==> config.mk <==
export PLATFORM = sky130hd
export DESIGN_NAME = aser_port
export DESIGN_NICKNAME = d
export VERILOG_FILES = /design/src/rtl/aser_fifo.v /design/src/rtl/aser_brg.v /design/src/rtl/aser_port.v
export VERILOG_INCLUDE_DIRS = /design/src /design/src/include
export SDC_FILE = /design/constraint.sdc
export NUM_CORES = 1
export LEC_CHECK = 0
export BUFFER_PORTS_ARGS = -buffer_cell sky130_fd_sc_hd__clkbuf_2
export CORE_AREA = 5 5 151 153
export DETAILED_ROUTE_END_ITERATION = 8
export DIE_AREA = 0 0 156 158
export GPL_TIMING_DRIVEN = 0
export PLACE_DENSITY = 0.76
export SLEW_MARGIN = 15
export SYNTH_ARGS = -nofsm -noshare
export SYNTH_HDL_FRONTEND = slang
export SYNTH_HIERARCHICAL = 1
export SYNTH_SLANG_ARGS = --single-unit
==> constraint.sdc <==
create_clock -name core_clk -period 4.67 [get_ports core_clk]
set_clock_uncertainty 0.2 [all_clocks]
set_input_delay 0.7005 -clock core_clk [delete_from_list [all_inputs] [get_ports core_clk]]
set_output_delay 0.7005 -clock core_clk [all_outputs]
set_load 0.02 [all_outputs]
==> src/include/aser_map.vh <==
// Purpose: Register map, field positions and counts of the serial port
// Assumes: Included by bare name from every design file of the port
// Notes:   Definitions only; word index times four is the byte address
`ifndef ASER_MAP_VH
`define ASER_MAP_VH

// Word indices of the registers on the bus
`define ASER_IDX_MODE   3'h0
`define ASER_IDX_STAT   3'h1
`define ASER_IDX_TXD    3'h2
`define ASER_IDX_RXD    3'h3
`define ASER_IDX_BRG    3'h4

// Mode register fields
`define ASER_M_EN       15
`define ASER_M_SIDL     13
`define ASER_M_IR_EN    12
`define ASER_M_RTS_SMPX 11
`define ASER_M_PINS_HI  9
`define ASER_M_PINS_LO  8
`define ASER_M_LPBK     6
`define ASER_M_RX_INV   4
`define ASER_M_FAST     3
`define ASER_M_PDS_HI   2
`define ASER_M_PDS_LO   1
`define ASER_M_TWO_STOP 0
`define ASER_MODE_WMASK 16'hBBFF
`define ASER_MODE_RST   16'h0000

// Status and control register fields
`define ASER_S_TXIS1    15
`define ASER_S_TXIS0    13
`define ASER_S_TXBRK    11
`define ASER_S_TXEN     10
`define ASER_S_TX_FULL  9
`define ASER_S_TX_IDLE  8
`define ASER_S_RXIS_HI  7
`define ASER_S_RXIS_LO  6
`define ASER_S_ADR_DET  5
`define ASER_S_RX_IDLE  4
`define ASER_S_PAR_ERR  3
`define ASER_S_FRM_ERR  2
`define ASER_S_OVR_ERR  1
`define ASER_S_RX_DATA  0

// Divisor reset value
`define ASER_BRG_RST    16'h0000

// Timing counts, in core clocks or in generator ticks
`define ASER_TXEN_IRQ_DLY 2'h2
`define ASER_STD_LAST   4'hF
`define ASER_STD_MID    4'h7
`define ASER_HS_LAST    4'h3
`define ASER_HS_MID     4'h1
`define ASER_BRK_LAST   4'hC
`define ASER_IR_PULSE   4'h3
`define ASER_IR_HOLD    5'h10
`define ASER_FIFO_DEPTH 4

`endif

==> src/rtl/aser_fifo.v <==
// Purpose: Four-entry flip-flop FIFO for the serial port data paths
// Assumes: Push when full and pop when empty are ignored
// Notes:   Head entry is always visible on rdata
`timescale 1ns/1ps
`default_nettype none
`include "aser_map.vh"

module aser_fifo #(
  parameter WIDTH = 9
) (
  input  wire             core_clk,
  input  wire             rst_n,
  input  wire             ce,
  input  wire             clr,
  input  wire             push,
  input  wire [WIDTH-1:0] wdata,
  input  wire             pop,
  output wire [WIDTH-1:0] rdata,
  output wire [2:0]       count,
  output wire             full,
  output wire             empty
);

  reg [WIDTH-1:0] mem_q [0:`ASER_FIFO_DEPTH-1]; // Storage entries
  reg [1:0]       wr_q;                         // Write index
  reg [1:0]       rd_q;                         // Read index
  reg [2:0]       cnt_q;                        // Entries held

  wire do_push = push & ~full;  // Full drops the word
  wire do_pop  = pop & ~empty;  // Empty pop is harmless

  assign rdata = mem_q[rd_q];
  assign count = cnt_q;
  assign full  = (cnt_q == `ASER_FIFO_DEPTH);
  assign empty = (cnt_q == 3'h0);

  // Pointers and level; clear wins over traffic
  always @(posedge core_clk) begin
    if (!rst_n) begin
      wr_q  <= 2'h0;
      rd_q  <= 2'h0;
      cnt_q <= 3'h0;
    end else if (ce) begin
      if (clr) begin
        wr_q  <= 2'h0;
        rd_q  <= 2'h0;
        cnt_q <= 3'h0;
      end else begin
        if (do_push) wr_q <= wr_q + 2'h1;
        if (do_pop) rd_q <= rd_q + 2'h1;
        if (do_push & ~do_pop) cnt_q <= cnt_q + 3'h1;
        else if (do_pop & ~do_push) cnt_q <= cnt_q - 3'h1;
      end
    end
  end

  // Data entries need no reset; level guards their use
  always @(posedge core_clk) begin
    if (ce & do_push & ~clr) mem_q[wr_q] <= wdata;
  end

endmodule // aser_fifo

`default_nettype wire

==> src/rtl/aser_brg.v <==
// Purpose: Baud rate generator, one tick per divisor plus one clocks
// Assumes: Divisor stable between writes; clr restarts the period
// Notes:   clk16 is high for the first half of each tick period
`timescale 1ns/1ps
`default_nettype none
`include "aser_map.vh"

module aser_brg (
  input  wire        core_clk,
  input  wire        rst_n,
  input  wire        ce,
  input  wire        clr,
  input  wire [15:0] divisor,
  output reg         tick,
  output reg         clk16
);

  reg  [15:0] cnt_q;                       // Period timer
  wire [15:0] half = {1'b0, divisor[15:1]}; // Half period point

  // Free-running timer; clear makes the new rate apply at once
  always @(posedge core_clk) begin
    if (!rst_n) begin
      cnt_q <= 16'h0000;
      tick  <= 1'b0;
      clk16 <= 1'b0;
    end else if (ce) begin
      if (clr) begin
        cnt_q <= 16'h0000;
        tick  <= 1'b0;
        clk16 <= 1'b0;
      end else if (cnt_q == divisor) begin
        cnt_q <= 16'h0000;
        tick  <= 1'b1;
        clk16 <= 1'b1;
      end else begin
        cnt_q <= cnt_q + 16'h0001;
        tick  <= 1'b0;
        clk16 <= (cnt_q < half);
      end
    end
  end

endmodule // aser_brg

`default_nettype wire

==> src/rtl/aser_port.v <==
// Purpose: Asynchronous serial port with FIFOs, break, flow control, IR
// Assumes: Avalon-MM slave, byte address, one aligned word per register
// Notes:   Interrupt outputs are one-cycle pulses for an outside controller
`timescale 1ns/1ps
`default_nettype none
`include "aser_map.vh"

// Notes on behaviour
// - Standard rate: clock / (16*(divisor+1))
// - Transmit enable raises tx interrupt after two
// - Low byte write loads shifter, next clock
// - Enable after load restarts cleared baud clock
// - Tx interrupt follows tx mode select
// - Nine-bit mode takes writes with both low byte lanes only
// - Break: dummy character starts break, value ignored
// - Hardware clears break bit, then sends next
// - Rx interrupt follows rx mode select
// - Overrun flag sticks until software clears it
// - Reading rx data advances FIFO and flags
// - Handshake pins follow pin enable field
// - Infrared works only with high-speed clear
// - Pin field 11 drives 16x clock out
// - Infrared enable routes pins through codec
// - Parity select: none, even, odd, nine-bit
// - High speed: four ticks per bit
// - Divisor write clears baud timer at once
// - Stop select gives one or two stops
module aser_port (
  input  wire        core_clk,
  input  wire        rst_n,
  input  wire        ce,
  input  wire [4:0]  avs_address,
  input  wire        avs_read,
  input  wire        avs_write,
  input  wire [31:0] avs_writedata,
  input  wire [3:0]  avs_byteenable,
  output reg  [31:0] avs_readdata,
  output wire        avs_waitrequest,
  input  wire        rx_pin,
  input  wire        clear_to_send_pin_n,
  output reg         tx_pin,
  output wire        tx_pin_oe,
  output reg         request_to_send_pin_n,
  output wire        request_to_send_pin_oe,
  output reg         tx_irq,
  output reg         rx_irq
);

  // Engine states
  localparam ST_IDLE  = 3'h0;
  localparam ST_START = 3'h1;
  localparam ST_DATA  = 3'h2;
  localparam ST_PAR   = 3'h3;
  localparam ST_STOP  = 3'h4;
  localparam ST_BRK   = 3'h5;

  // Byte-enable merge of a 16-bit register
  function [15:0] merge16;
    input [15:0] old_v;
    input [15:0] new_v;
    input [1:0]  be;
    begin
      merge16 = {be[1] ? new_v[15:8] : old_v[15:8],
                 be[0] ? new_v[7:0]  : old_v[7:0]};
    end
  endfunction

  // Last tick of a bit; four or sixteen per bit
  function [3:0] bit_last;
    input hs;
    begin
      bit_last = hs ? `ASER_HS_LAST : `ASER_STD_LAST;
    end
  endfunction

  // Control and status registers
  reg [15:0] mode_q;      // Serial mode control
  reg [15:0] brg_q;       // Baud divisor
  reg [1:0]  txis_q;      // Tx interrupt mode select
  reg [1:0]  rxis_q;      // Rx interrupt mode select
  reg        adden_q;     // Stored only, no address detect
  reg        txbrk_q;     // Send break bit
  reg        txen_q;      // Tx enable bit
  reg        ovr_q;       // Rx overrun flag
  reg        ack_q;       // Bus answer phase
  reg [1:0]  txen_cnt_q;  // Delay to enable interrupt

  // Transmit engine
  reg [2:0]  tx_st_q;     // Tx state
  reg [8:0]  tx_sh_q;     // Tx shift register
  reg [3:0]  tx_sub_q;    // Tick within bit
  reg [3:0]  tx_cnt_q;    // Bit counter
  reg        tx_par_q;    // Parity bit to send

  // Receive engine
  reg [2:0]  rx_st_q;     // Rx state
  reg [8:0]  rx_sh_q;     // Rx shift register
  reg [3:0]  rx_sub_q;    // Tick within bit
  reg [3:0]  rx_cnt_q;    // Bit counter
  reg        rx_pb_q;     // Received parity bit
  reg        rx_prev_q;   // Line one cycle ago
  reg [4:0]  ir_hold_q;   // IR decoder stretch

  // Mode fields
  wire       port_en = mode_q[`ASER_M_EN];
  wire [1:0] pin_sel = mode_q[`ASER_M_PINS_HI:`ASER_M_PINS_LO];
  wire       hs      = mode_q[`ASER_M_FAST];
  wire [1:0] pds     = mode_q[`ASER_M_PDS_HI:`ASER_M_PDS_LO];
  wire       nine    = (pds == 2'h3);
  wire       par_en  = (pds == 2'h1) | (pds == 2'h2);
  wire       odd     = (pds == 2'h2);
  wire       lpbk    = mode_q[`ASER_M_LPBK];
  wire       ir_on   = mode_q[`ASER_M_IR_EN] & ~hs;
  wire [3:0] last    = bit_last(hs);
  wire [3:0] mid     = hs ? `ASER_HS_MID : `ASER_STD_MID;
  wire [3:0] nlast   = nine ? 4'h8 : 4'h7;

  // Bus decode; answer on the second edge of a request
  wire       req     = avs_read | avs_write;
  wire       acc     = req & ack_q;
  wire       wr      = acc & avs_write;
  wire       rd      = acc & avs_read;
  wire [2:0] idx     = avs_address[4:2];
  wire       s_mode  = (idx == `ASER_IDX_MODE);
  wire       s_stat  = (idx == `ASER_IDX_STAT);
  wire       s_txd   = (idx == `ASER_IDX_TXD);
  wire       s_rxd   = (idx == `ASER_IDX_RXD);
  wire       s_brg   = (idx == `ASER_IDX_BRG);
  wire [15:0] wd     = avs_writedata[15:0];
  assign avs_waitrequest = req & ~ack_q;

  // Baud generator; divisor write, disable or enable restart it
  wire txen_set = wr & s_stat & avs_byteenable[1] &
                  wd[`ASER_S_TXEN] & ~txen_q;
  wire brg_clr  = ~port_en | (wr & s_brg) | txen_set;
  wire tick;
  wire clk16;

  aser_brg u_brg (
    .core_clk (core_clk),
    .rst_n    (rst_n),
    .ce       (ce),
    .clr      (brg_clr),
    .divisor  (brg_q),
    .tick     (tick),
    .clk16    (clk16)
  );

  // Transmit FIFO; nine-bit mode needs both low lanes
  wire       txf_push = wr & s_txd & port_en &
                        (nine ? (avs_byteenable[1:0] == 2'h3)
                              : avs_byteenable[0]);
  wire [8:0] txf_wd   = nine ? wd[8:0] : {1'b0, wd[7:0]};
  wire [8:0] txf_rd;
  wire [2:0] txf_cnt;
  wire       txf_full;
  wire       txf_empty;
  wire       cts_ok   = (pin_sel != 2'h2) | ~clear_to_send_pin_n;
  wire       tx_load  = (tx_st_q == ST_IDLE) & ~txf_empty & txen_q &
                        port_en & cts_ok;

  aser_fifo #(.WIDTH(9)) u_txf (
    .core_clk (core_clk),
    .rst_n    (rst_n),
    .ce       (ce),
    .clr      (~port_en),
    .push     (txf_push),
    .wdata    (txf_wd),
    .pop      (tx_load),
    .rdata    (txf_rd),
    .count    (txf_cnt),
    .full     (txf_full),
    .empty    (txf_empty)
  );

  // Receive FIFO holds parity error, framing error and data
  reg         rx_push;
  reg  [10:0] rx_ent;
  wire [10:0] rxf_rd;
  wire [2:0]  rxf_cnt;
  wire        rxf_full;
  wire        rxf_empty;
  wire        rx_ovr  = rx_push & rxf_full;
  wire        rxf_pop = rd & s_rxd;

  aser_fifo #(.WIDTH(11)) u_rxf (
    .core_clk (core_clk),
    .rst_n    (rst_n),
    .ce       (ce),
    .clr      (~port_en),
    .push     (rx_push),
    .wdata    (rx_ent),
    .pop      (rxf_pop),
    .rdata    (rxf_rd),
    .count    (rxf_cnt),
    .full     (rxf_full),
    .empty    (rxf_empty)
  );

  // Transmit line level for the current state
  reg tx_line;
  always @* begin
    case (tx_st_q)
      ST_START: tx_line = 1'b0;
      ST_BRK:   tx_line = 1'b0;
      ST_DATA:  tx_line = tx_sh_q[0];
      ST_PAR:   tx_line = tx_par_q;
      default:  tx_line = 1'b1;
    endcase
  end

  // IR encoder: short high pulse for each low bit, idle low
  wire ir_tx = ~tx_line & (tx_sub_q < `ASER_IR_PULSE);

  // Receive line: loopback, inversion and IR decoder
  wire rx_raw = rx_pin ^ mode_q[`ASER_M_RX_INV];
  wire rx_bit = lpbk  ? tx_line :
                ir_on ? ((ir_hold_q == 5'h00) & ~rx_raw) :
                rx_raw;
  wire tx_done = tick & (tx_sub_q == last) & (tx_st_q == ST_STOP) &
                 (tx_cnt_q == {3'h0, mode_q[`ASER_M_TWO_STOP]});
  wire brk_end = tick & (tx_sub_q == last) & (tx_st_q == ST_BRK) &
                 (tx_cnt_q == `ASER_BRK_LAST);

  // Register writes and hardware-set flags; set wins over clear
  always @(posedge core_clk) begin
    if (!rst_n) begin
      mode_q     <= `ASER_MODE_RST;
      brg_q      <= `ASER_BRG_RST;
      txis_q     <= 2'h0;
      rxis_q     <= 2'h0;
      adden_q    <= 1'b0;
      txbrk_q    <= 1'b0;
      txen_q     <= 1'b0;
      ovr_q      <= 1'b0;
      txen_cnt_q <= 2'h0;
    end else if (ce) begin
      if (wr & s_mode)
        mode_q <= merge16(mode_q, wd, avs_byteenable[1:0]) &
                  `ASER_MODE_WMASK;
      if (wr & s_brg)
        brg_q <= merge16(brg_q, wd, avs_byteenable[1:0]);
      // Break bit: software write wins over hardware clear
      if (wr & s_stat & avs_byteenable[1]) begin
        txis_q  <= {wd[`ASER_S_TXIS1], wd[`ASER_S_TXIS0]};
        txbrk_q <= wd[`ASER_S_TXBRK];
        txen_q  <= wd[`ASER_S_TXEN];
      end else if (brk_end) begin
        txbrk_q <= 1'b0;
      end
      if (wr & s_stat & avs_byteenable[0]) begin
        rxis_q  <= wd[`ASER_S_RXIS_HI:`ASER_S_RXIS_LO];
        adden_q <= wd[`ASER_S_ADR_DET];
      end
      // Overrun sticks; only a written zero clears it
      ovr_q <= rx_ovr | (ovr_q & ~(wr & s_stat & avs_byteenable[0] &
                                   ~wd[`ASER_S_OVR_ERR]));
      // Count down from the enable edge to the interrupt
      if (txen_set)
        txen_cnt_q <= `ASER_TXEN_IRQ_DLY;
      else if (txen_cnt_q != 2'h0)
        txen_cnt_q <= txen_cnt_q - 2'h1;
    end
  end

  // Bus answer phase and registered read data
  always @(posedge core_clk) begin
    if (!rst_n) begin
      ack_q        <= 1'b0;
      avs_readdata <= 32'h0000_0000;
    end else if (ce) begin
      ack_q <= req & ~ack_q;
      if (avs_read & ~ack_q) begin
        avs_readdata <= 32'h0000_0000;      // Unmapped reads zero
        if (s_mode) avs_readdata[15:0] <= mode_q;
        if (s_brg)  avs_readdata[15:0] <= brg_q;
        if (s_rxd)  avs_readdata[8:0]  <= rxf_rd[8:0];
        if (s_stat) begin
          avs_readdata[`ASER_S_TXIS1]   <= txis_q[1];
          avs_readdata[`ASER_S_TXIS0]   <= txis_q[0];
          avs_readdata[`ASER_S_TXBRK]   <= txbrk_q;
          avs_readdata[`ASER_S_TXEN]    <= txen_q;
          avs_readdata[`ASER_S_TX_FULL] <= txf_full;
          avs_readdata[`ASER_S_TX_IDLE] <= txf_empty &
                                           (tx_st_q == ST_IDLE);
          avs_readdata[`ASER_S_RXIS_HI] <= rxis_q[1];
          avs_readdata[`ASER_S_RXIS_LO] <= rxis_q[0];
          avs_readdata[`ASER_S_ADR_DET] <= adden_q;
          avs_readdata[`ASER_S_RX_IDLE] <= (rx_st_q == ST_IDLE);
          avs_readdata[`ASER_S_PAR_ERR] <= ~rxf_empty & rxf_rd[10];
          avs_readdata[`ASER_S_FRM_ERR] <= ~rxf_empty & rxf_rd[9];
          avs_readdata[`ASER_S_OVR_ERR] <= ovr_q;
          avs_readdata[`ASER_S_RX_DATA] <= ~rxf_empty;
        end
      end
    end
  end

  // Transmit engine: one bit per last tick of its period
  always @(posedge core_clk) begin
    if (!rst_n) begin
      tx_st_q  <= ST_IDLE;
      tx_sh_q  <= 9'h000;
      tx_sub_q <= 4'h0;
      tx_cnt_q <= 4'h0;
      tx_par_q <= 1'b0;
    end else if (ce) begin
      if (~port_en) begin
        tx_st_q <= ST_IDLE;
      end else if (tx_load) begin
        // Dummy value is dropped when a break is armed
        tx_st_q  <= txbrk_q ? ST_BRK : ST_START;
        tx_sh_q  <= txf_rd;
        tx_par_q <= ^txf_rd[7:0] ^ odd;
        tx_sub_q <= 4'h0;
        tx_cnt_q <= 4'h0;
      end else if (tick & (tx_st_q != ST_IDLE)) begin
        if (tx_sub_q != last) begin
          tx_sub_q <= tx_sub_q + 4'h1;
        end else begin
          tx_sub_q <= 4'h0;
          tx_cnt_q <= 4'h0;
          case (tx_st_q)
            ST_START: tx_st_q <= ST_DATA;
            ST_DATA: begin
              tx_sh_q <= {1'b0, tx_sh_q[8:1]};
              if (tx_cnt_q == nlast)
                tx_st_q <= par_en ? ST_PAR : ST_STOP;
              else
                tx_cnt_q <= tx_cnt_q + 4'h1;
            end
            ST_PAR: tx_st_q <= ST_STOP;
            ST_STOP: begin
              if (tx_done)
                tx_st_q <= ST_IDLE;
              else
                tx_cnt_q <= tx_cnt_q + 4'h1;
            end
            ST_BRK: begin
              if (brk_end)
                tx_st_q <= ST_STOP;
              else
                tx_cnt_q <= tx_cnt_q + 4'h1;
            end
            default: tx_st_q <= ST_IDLE;
          endcase
        end
      end
    end
  end

  // Receive engine: start edge, then mid-bit sampling
  always @(posedge core_clk) begin
    if (!rst_n) begin
      rx_st_q   <= ST_IDLE;
      rx_sh_q   <= 9'h000;
      rx_sub_q  <= 4'h0;
      rx_cnt_q  <= 4'h0;
      rx_pb_q   <= 1'b0;
      rx_prev_q <= 1'b1;
      ir_hold_q <= 5'h00;
      rx_push   <= 1'b0;
      rx_ent    <= 11'h000;
    end else if (ce) begin
      rx_prev_q <= rx_bit;
      rx_push   <= 1'b0;
      // IR pulse stretched to a full low bit
      if (~port_en | ~ir_on)
        ir_hold_q <= 5'h00;
      else if (rx_raw)
        ir_hold_q <= `ASER_IR_HOLD;
      else if (tick & (ir_hold_q != 5'h00))
        ir_hold_q <= ir_hold_q - 5'h01;
      if (~port_en) begin
        rx_st_q <= ST_IDLE;
      end else if (rx_st_q == ST_IDLE) begin
        if (rx_prev_q & ~rx_bit) begin
          rx_st_q  <= ST_START;
          rx_sub_q <= 4'h0;
          rx_cnt_q <= 4'h0;
        end
      end else if (tick) begin
        rx_sub_q <= (rx_sub_q == last) ? 4'h0 : rx_sub_q + 4'h1;
        case (rx_st_q)
          ST_START: begin
            if ((rx_sub_q == mid) & rx_bit)
              rx_st_q <= ST_IDLE;           // Glitch, not a start
            else if (rx_sub_q == last)
              rx_st_q <= ST_DATA;
          end
          ST_DATA: begin
            if (rx_sub_q == mid)
              rx_sh_q <= {rx_bit, rx_sh_q[8:1]};
            if (rx_sub_q == last) begin
              if (rx_cnt_q == nlast) begin
                rx_st_q  <= par_en ? ST_PAR : ST_STOP;
                rx_cnt_q <= 4'h0;
              end else begin
                rx_cnt_q <= rx_cnt_q + 4'h1;
              end
            end
          end
          ST_PAR: begin
            if (rx_sub_q == mid)
              rx_pb_q <= rx_bit;
            if (rx_sub_q == last)
              rx_st_q <= ST_STOP;
          end
          ST_STOP: begin
            // Finish at mid stop so the next start is not missed
            if (rx_sub_q == mid) begin
              rx_st_q <= ST_IDLE;
              rx_push <= 1'b1;
              rx_ent[8:0] <= nine ? rx_sh_q : {1'b0, rx_sh_q[8:1]};
              rx_ent[9]   <= ~rx_bit;
              rx_ent[10]  <= par_en &
                             (rx_pb_q ^ ^rx_sh_q[8:1] ^ odd);
            end
          end
          default: rx_st_q <= ST_IDLE;
        endcase
      end
    end
  end

  // Pins and interrupt pulses, all registered
  always @(posedge core_clk) begin
    if (!rst_n) begin
      tx_pin                <= 1'b1;
      request_to_send_pin_n <= 1'b1;
      tx_irq                <= 1'b0;
      rx_irq                <= 1'b0;
    end else if (ce) begin
      // Loopback keeps the pin idle so the far end sees nothing
      tx_pin <= ~port_en ? 1'b1 :
                lpbk     ? 1'b1 :
                ir_on    ? ir_tx : tx_line;
      case (pin_sel)
        2'h3:    request_to_send_pin_n <= clk16;
        default: request_to_send_pin_n <=
                   mode_q[`ASER_M_RTS_SMPX] ? (tx_st_q == ST_IDLE)
                                         : rxf_full;
      endcase
      // Tx modes: 00 per load, 01 all sent, 10 FIFO drained
      case (txis_q)
        2'h0:    tx_irq <= (txen_cnt_q == 2'h1) | tx_load;
        2'h1:    tx_irq <= (txen_cnt_q == 2'h1) | (tx_done & txf_empty);
        2'h2:    tx_irq <= (txen_cnt_q == 2'h1) |
                           (tx_load & (txf_cnt == 3'h1));
        default: tx_irq <= (txen_cnt_q == 2'h1); // Reserved mode
      endcase
      // Rx modes: 0x each char, 10 three held, 11 four held
      case (rxis_q)
        2'h2:    rx_irq <= rx_push & ~rxf_full & (rxf_cnt == 3'h2);
        2'h3:    rx_irq <= rx_push & ~rxf_full & (rxf_cnt == 3'h3);
        default: rx_irq <= rx_push & ~rxf_full;
      endcase
    end
  end

  // Pins released while the port is off
  assign tx_pin_oe              = port_en;
  assign request_to_send_pin_oe = port_en & (pin_sel != 2'h0);

endmodule // aser_port

`default_nettype wire

=== Yosys cells after proc, flatten, opt, wreduce, memory -nomap -nowiden ===
Memory sizes are Yosys's and may differ from the RTL's. A register that Yosys moved wholly into a read port is not among the register bits.
Index checks and enable logic that the tools add are counted.

* Bits in writable memories: 80
* Memories: 2
* Input port bits: 48
* Bits in registers: 153
* Word-level logic and storage cells: 362

* Equality and inequality tests: 58
* Order comparisons: 2
* Muxes and demuxes: 106
* Bitwise operators: 90
* Reduce and logical (&&, ||, !) cells: 49
* Add/sub/neg operators: 15

{| class="wikitable"
|+ Memory list
! name !! depth !! width !! rd ports !! clocked after memory_dff !! wr ports !! line !! source
|-
| u_rxf.mem_q || 4 || 11 || 1 || 1 || 1 || aser_fifo.v:24 || <nowiki>reg [WIDTH-1:0] mem_q [0:`ASER_FIFO_DEPTH-1];</nowiki>
|-
| u_txf.mem_q || 4 || 9 || 1 || 1 || 1 || aser_fifo.v:24 ||
|}

{| class="wikitable"
|+ Operators with widths
! cell !! count
|-
| $mux 4 || 20
|-
| $mux 3 || 26
|-
| $mux 16 || 4
|-
| $mux 9 || 7
|-
| $and 1x1->1 || 56
|-
| $reduce_and 6->1 || 5
|-
| $mux 2 || 14
|-
| $ne 4x4->1 const B || 7
|-
| $mux 1 || 25
|-
| $eq 3x2->1 const B || 8
|-
| $reduce_and 2->1 || 12
|-
| $not 1->1 || 20
|-
| $eq 3x3->1 const B || 6
|-
| $reduce_and 3->1 || 6
|-
| $reduce_bool 2->1 || 9
|-
| $add 16x1->16 const B || 1
|-
| $add 4x1->4 const B || 4
|-
| $eq 16x16->1 || 1
|-
| $eq 4x4->1 || 4
|-
| $lt 16x15->1 || 1
|-
| $reduce_xor 8->1 || 2
|-
| $logic_not 3->1 || 5
|-
| $mux 5 || 3
|-
| $pmux 3 s5 || 1
|-
| other kinds (34) || 73
|}

=== Longest topological paths before layout ===
* Word-level depth: 12
* Mapped depth: 14
* Depth with buffers taken out: 11

=== Cells and area by module ===
Netlist, hierarchy kept.

{| class="wikitable"
|+ Modules (own cells, without submodules)
! module !! area each (µm²) !! cells an instance !! sequential area each (µm²) !! instances
|-
| aser_port || 6,507.5 || 768 || 2,422.3 || 1
|-
| aser_fifo at u_rxf || 2,209.6 || 133 || 1,501.4 || 1
|-
| aser_fifo at u_txf || 1,930.6 || 121 || 1,261.2 || 1
|-
| aser_brg || 1,430.1 || 165 || 360.3 || 1
|}

=== Worst setup path after synthesis ===
OpenSTA, ideal clock, no wires.

* Path kind: input-to-reg
* From: input avs_address[2]
* To: register u_txf.cnt_q[2] (netlist: u_txf/count[2])
* Arrival: 2,917 ps
* Buffers on the path: 2
* Stages on the path: 11
* Data required time: 4,354 ps
* Slack: 1,438 ps
* Library setup time: 116 ps
* Path through: clkbuf_1 buf_1 nor4b_1 and4_1 inv_1 nor3_1 fa_1 o21ai_0 a2bb2oi_1 a31oi_1 a31o_1

* Longest elaborated chain between the ends: 9
* Elaborated cells between the ends (all ways): 12
* Those cells by class: eq/ne (2); mux (2); bitwise (7); reduce/logical (1)

{| class="wikitable"
|+ RTL lines
! what !! line !! source
|-
| from (decl) || aser_port.v:32 || <nowiki>input wire [4:0] avs_address,</nowiki>
|-
| $eq 3x2->1 (no source line) * || - ||
|-
| $and 1x1->1 * (3 in a row) || aser_port.v:150 || <nowiki>wire txf_push = wr & s_txd & port_en &</nowiki>
|-
| via txf_push || aser_port.v:150 ||
|-
| $and 1x1->1 * || aser_fifo.v:29 || <nowiki>wire do_push = push & ~full;</nowiki>
|-
| $not 1->1 || aser_fifo.v:52 || <nowiki>else if (do_pop & ~do_push) cnt_q <= cnt_q - 3'h1;</nowiki>
|-
| $and 1x1->1 || aser_fifo.v:52 ||
|-
| $ne 3x1->1 (no source line) || - ||
|-
| $reduce_and 2->1 (no source line) || - ||
|-
| to (signal assigned) || aser_fifo.v:51 || <nowiki>if (do_push & ~do_pop) cnt_q <= cnt_q + 3'h1;</nowiki>
|-
| to (signal assigned) || aser_fifo.v:52 ||
|-
| to (decl) || aser_fifo.v:27 || <nowiki>reg [2:0] cnt_q;</nowiki>
|}

The timed path passes the listed nets; every way through them passes the cells marked *.
A chain may end at the register's enable or synchronous reset.

=== Worst setup path after layout ===
* From: register u_txf.cnt_q[0] (netlist: u_txf/count[0])
* To: register u_txf.cnt_q[2] (netlist: u_txf/count[2])

* Longest elaborated chain between the ends: 11
* Elaborated cells between the ends (all ways): 21
* Those cells by class: add/sub (2); eq/ne (2); mux (3); bitwise (12); reduce/logical (2)

{| class="wikitable"
|+ RTL lines
! what !! line !! source
|-
| $logic_not 3->1 * || aser_fifo.v:35 || <nowiki>assign empty = (cnt_q == 3'h0);</nowiki>
|-
| via txf_empty || aser_port.v:157 || <nowiki>wire txf_empty;</nowiki>
|-
| $not 1->1 * || aser_port.v:159 || <nowiki>wire tx_load = (tx_st_q == ST_IDLE) & ~txf_empty & txen_q &</nowiki>
|-
| $and 1x1->1 * (3 in a row) || aser_port.v:159 ||
|-
| $and 1x1->1 * || aser_port.v:160 || <nowiki>port_en & cts_ok;</nowiki>
|-
| via tx_load || aser_port.v:159 ||
|-
| $and 1x1->1 * || aser_fifo.v:30 || <nowiki>wire do_pop = pop & ~empty;</nowiki>
|-
| $not 1->1 || aser_fifo.v:51 ||
|-
| $and 1x1->1 || aser_fifo.v:51 ||
|-
| $ne 3x1->1 (no source line) / $mux 3 (equally long branches) || - ||
|-
| $reduce_and 2->1 (no source line) / $mux 3 (equally long branches) || - ||
|}

The timed path passes the listed nets; every way through them passes the cells marked *. The select of a mux whose other input is x is not followed.

==> flow_summary_export.csv <==
group,metric,value,unit
placement,dp_hpwl,22.3,mm
placement,dp_worst_setup_slack,0.868,ns
placement,portBuffers,49,
route,dr.pass1.iters,8,
sta,rsz0062_at_grt,"false",
power,p_leak,5.00,nW
worst_setup_path,crit_end,"u_txf/count[2]$_SDFFE_PN0P_",
worst_setup_path,reg2reg_from,"u_txf/count[0]$_SDFFE_PN0P_",
run,drv_cap,0,
route,viasPerCell,6.00,
sta,final_max_slew_viol_count,0,
clock_network,clk_path_buf_depth,3,
worst_setup_path,critPathKind,"register to register",
global_routing,grt_usage,0.244,
worst_setup_path,end_kind,"register",
clock_network,numClockSinks,237,
synth,avgSynthCellArea,10.2,um^2
synth,synthTopCellsByArea,"dfxtp_1, edfxtp_1, mux2i_1",
worst_setup_path,reg2reg_depth,14,
worst_setup_path,start_kind,"register",
sta,tightest_slew,0.958,ns
sta,final_hold_viol_count,0,
route,drc_errors,0,
global_routing,grt_pass1_wl,47.6,mm
synth,synthFlopType,"dfxtp_1",
synth,synth_seq_cells,237,
synth,synth_cell_types,90,
sta,finalSetupViolCount,0,
status,status,"complete, no violations",
worst_setup_path,cp-startpoint,"u_txf/count[0]$_SDFFE_PN0P_",
floorplan,die_area,24600,um^2
worst_setup_path,r2r-end,"u_txf/count[2]$_SDFFE_PN0P_",
floorplan,ios,87,
sta,fin_setup_tns,0,ns
route,routed_wl,30.7,mm
cells_and_area,layout-drive-gt1-share,0.142,
route,first_iter_violations,906,
cells_and_area,diodes,0,
clock_network,cts_post_setup_buffers_inserted,0,
worst_setup_path,reg2reg_slack,0.89,ns
clock_network,cts-root-buf,"clkbuf_16",
floorplan,start_util,0.564,
cells_and_area,nFillCells,1726,
worst_setup_path,required,4.89,ns
cells_and_area,fin_nets,1365,
route,ant_nets,0,
clock_network,clk_pin_slew_worst_paths,0.06,ns
sta,min_period,3.78,ns
min_path,hp-class,"primary input to register",
clock_network,worstSkewPairLatency,0.52,ns
synth,synthArstFlopShare,0,
floorplan,die_h,158,um
sta,period_share,0.808,
synth,synthDominantCellAreaShare,0.260,
sta,fmax,0.265,GHz
global_routing,grt_pass1_vias,8741,
sta,setup_ws,0.894,ns
synth,synthCells,1187,
synth,yosys_warnings,6,
global_routing,grt_overflow,0,
power,ir_worst_vdd,0.312,mV
clock_network,cts_tree,"built",
global_routing,grt_max_degree,27,
min_path,min-delay-start,"avs_writedata[9]",
clock_network,postCtsHoldBufs,0,
synth,syn_area,12100,um^2
clock_network,htree_levels,1,
cells_and_area,area_growth,12.6,%
synth,synth_top_cell_by_area,"dfxtp_1",
synth,synth_most_common_cell,"dfxtp_1",
worst_setup_path,path_max_fanout,10,
synth,synth_edf_count,80,
synth,seq_area_frac_synth,0.459,
floorplan,core,21400,um^2
sta,max_slew_margin,0.356,
route,via_count,9456,
floorplan,rows,54,
clock_network,cts_resized,0,
global_routing,antenna_found_initial,1,
power,p_per_area,326,nW/um^2
placement,place_congestion,0.929,
clock_network,cts-buffers-inserted,25,
floorplan,fp.dieW,156,um
synth,synth_common_cells,"dfxtp_1, nor2_1, nand2_1",
worst_setup_path,arrival,3.99,ns
route,post_drt_wl_per_cell,19.5,um
[cells by family after synthesis]
group           share of synthesized area
compound gates                      0.123
fa+ha+maj                          0.0416
buf+inv                            0.0477
simple gates                        0.190
other cells                      0.000310
flops                               0.459
xor+xnor                           0.0403
mux                                0.0973
[layer usage]
layer | global-route usage | routed length, um
met5 | 0 | 7
met2 | 0.397 | 14100
met4 | 0.0896 | 1190
met3 | 0.0454 | 2450
met1 | 0.327 | 12900
[registers in the layout, summed over array words and instances (netlist names), 4 cells and up, named ones only]
| register | cells |
|---|---|
| mode_q | 14 |
| tx_sub_q | 4 |
| u_txf/mem_q | 36 |
| rx_sh_q | 9 |
| rx_ent | 11 |
| u_brg/cnt_q | 16 |
| avs_readdata | 16 |
| u_rxf/mem_q | 44 |
| ir_hold_q | 5 |
| tx_cnt_q | 4 |
| brg_q | 16 |
| rx_sub_q | 4 |
| tx_sh_q | 9 |
| rx_cnt_q | 4 |
[layout make-up]
type,instances,area [um^2],share of cell area
Sequential cell,237,5550,0.408
Clock inverter,12,165,0.0121
Inverter,50,188,0.0138
Tap cell,280,350,0.0258
Clock buffer,34,701,0.0515
Multi-Input combinational cell,842,6010,0.442
Timing Repair Buffer,49,245,0.0180
Buffer,73,388,0.0285
[power breakdown]
part           internal, mW  switching (mW)  leakage (nW)
logic                0.0649           0.143          2.47
registers              2.13          0.0100          2.11
clock network          1.27           0.814         0.428
[placed cells by master (no fill, tap or decap), types with 17 or more instances in the layout]
| cell | count |
|---|---|
| dfxtp_1 | 157 |
| nor2_1 | 106 |
| nand2_1 | 87 |
| edfxtp_1 | 80 |
| mux2i_1 | 69 |
| nor2b_1 | 52 |
| clkbuf_2 | 50 |
| inv_1 | 49 |
| a21oi_1 | 46 |
| clkbuf_1 | 40 |
| o21ai_0 | 38 |
| ha_1 | 37 |
| nand3_1 | 34 |
| xor2_1 | 33 |
| clkbuf_16 | 25 |
| xnor2_1 | 20 |
| mux4_2 | 20 |
| nor3_1 | 18 |
| buf_4 | 17 |
[critical path, cell delays in order (launching register included)]
cell	delay [ns]
dfxtp_1	0.34
buf_2	0.24
nor3_1	0.15
nor2_1	0.11
nand4_1	0.25
inv_1	0.32
clkbuf_1	0.36
buf_2	0.27
o31a_1	0.30
nor3_1	0.10
fa_1	0.43
o21ai_0	0.11
a2bb2oi_1	0.19
a31oi_1	0.10
a31o_1	0.19
[worst min path at each step]
stage                                  to  slack [ns]  cells past startpoint
2_1_floorplan  txen_cnt_q[1]$_SDFFE_PN0P_        0.25                      2
3_3_place_gp      tx_sh_q[6]$_SDFFE_PN0P_        0.27                      2
3_5_place_dp      tx_sh_q[6]$_SDFFE_PN0P_        0.27                      2
4_1_cts             brg_q[9]$_SDFFE_PN0P_        0.27                      3
5_1_grt               txen_q$_SDFFE_PN0P_        0.28                      3
6_report            brg_q[9]$_SDFFE_PN0P_        0.27                      3
[through the flow]
step | hold WS (ns) | util | instance area (um^2) | power [mW] | std cells
global route | 0.285 | 0.635 | 13600 | 4.57 | 1577
CTS | 0.267 | 0.635 | 13600 | 4.46 | 1577
finish | 0.272 | 0.635 | 13600 | 4.44 | 1577
global placement | 0.265 | 0.594 | 12700 | 2.39 | 1531
detailed placement | 0.272 | 0.594 | 12700 | 2.39 | 1531
floorplan | 0.252 | - | 12100 | 2.31 | 1202
Note: power is estimated with default switching activity, not from simulation.
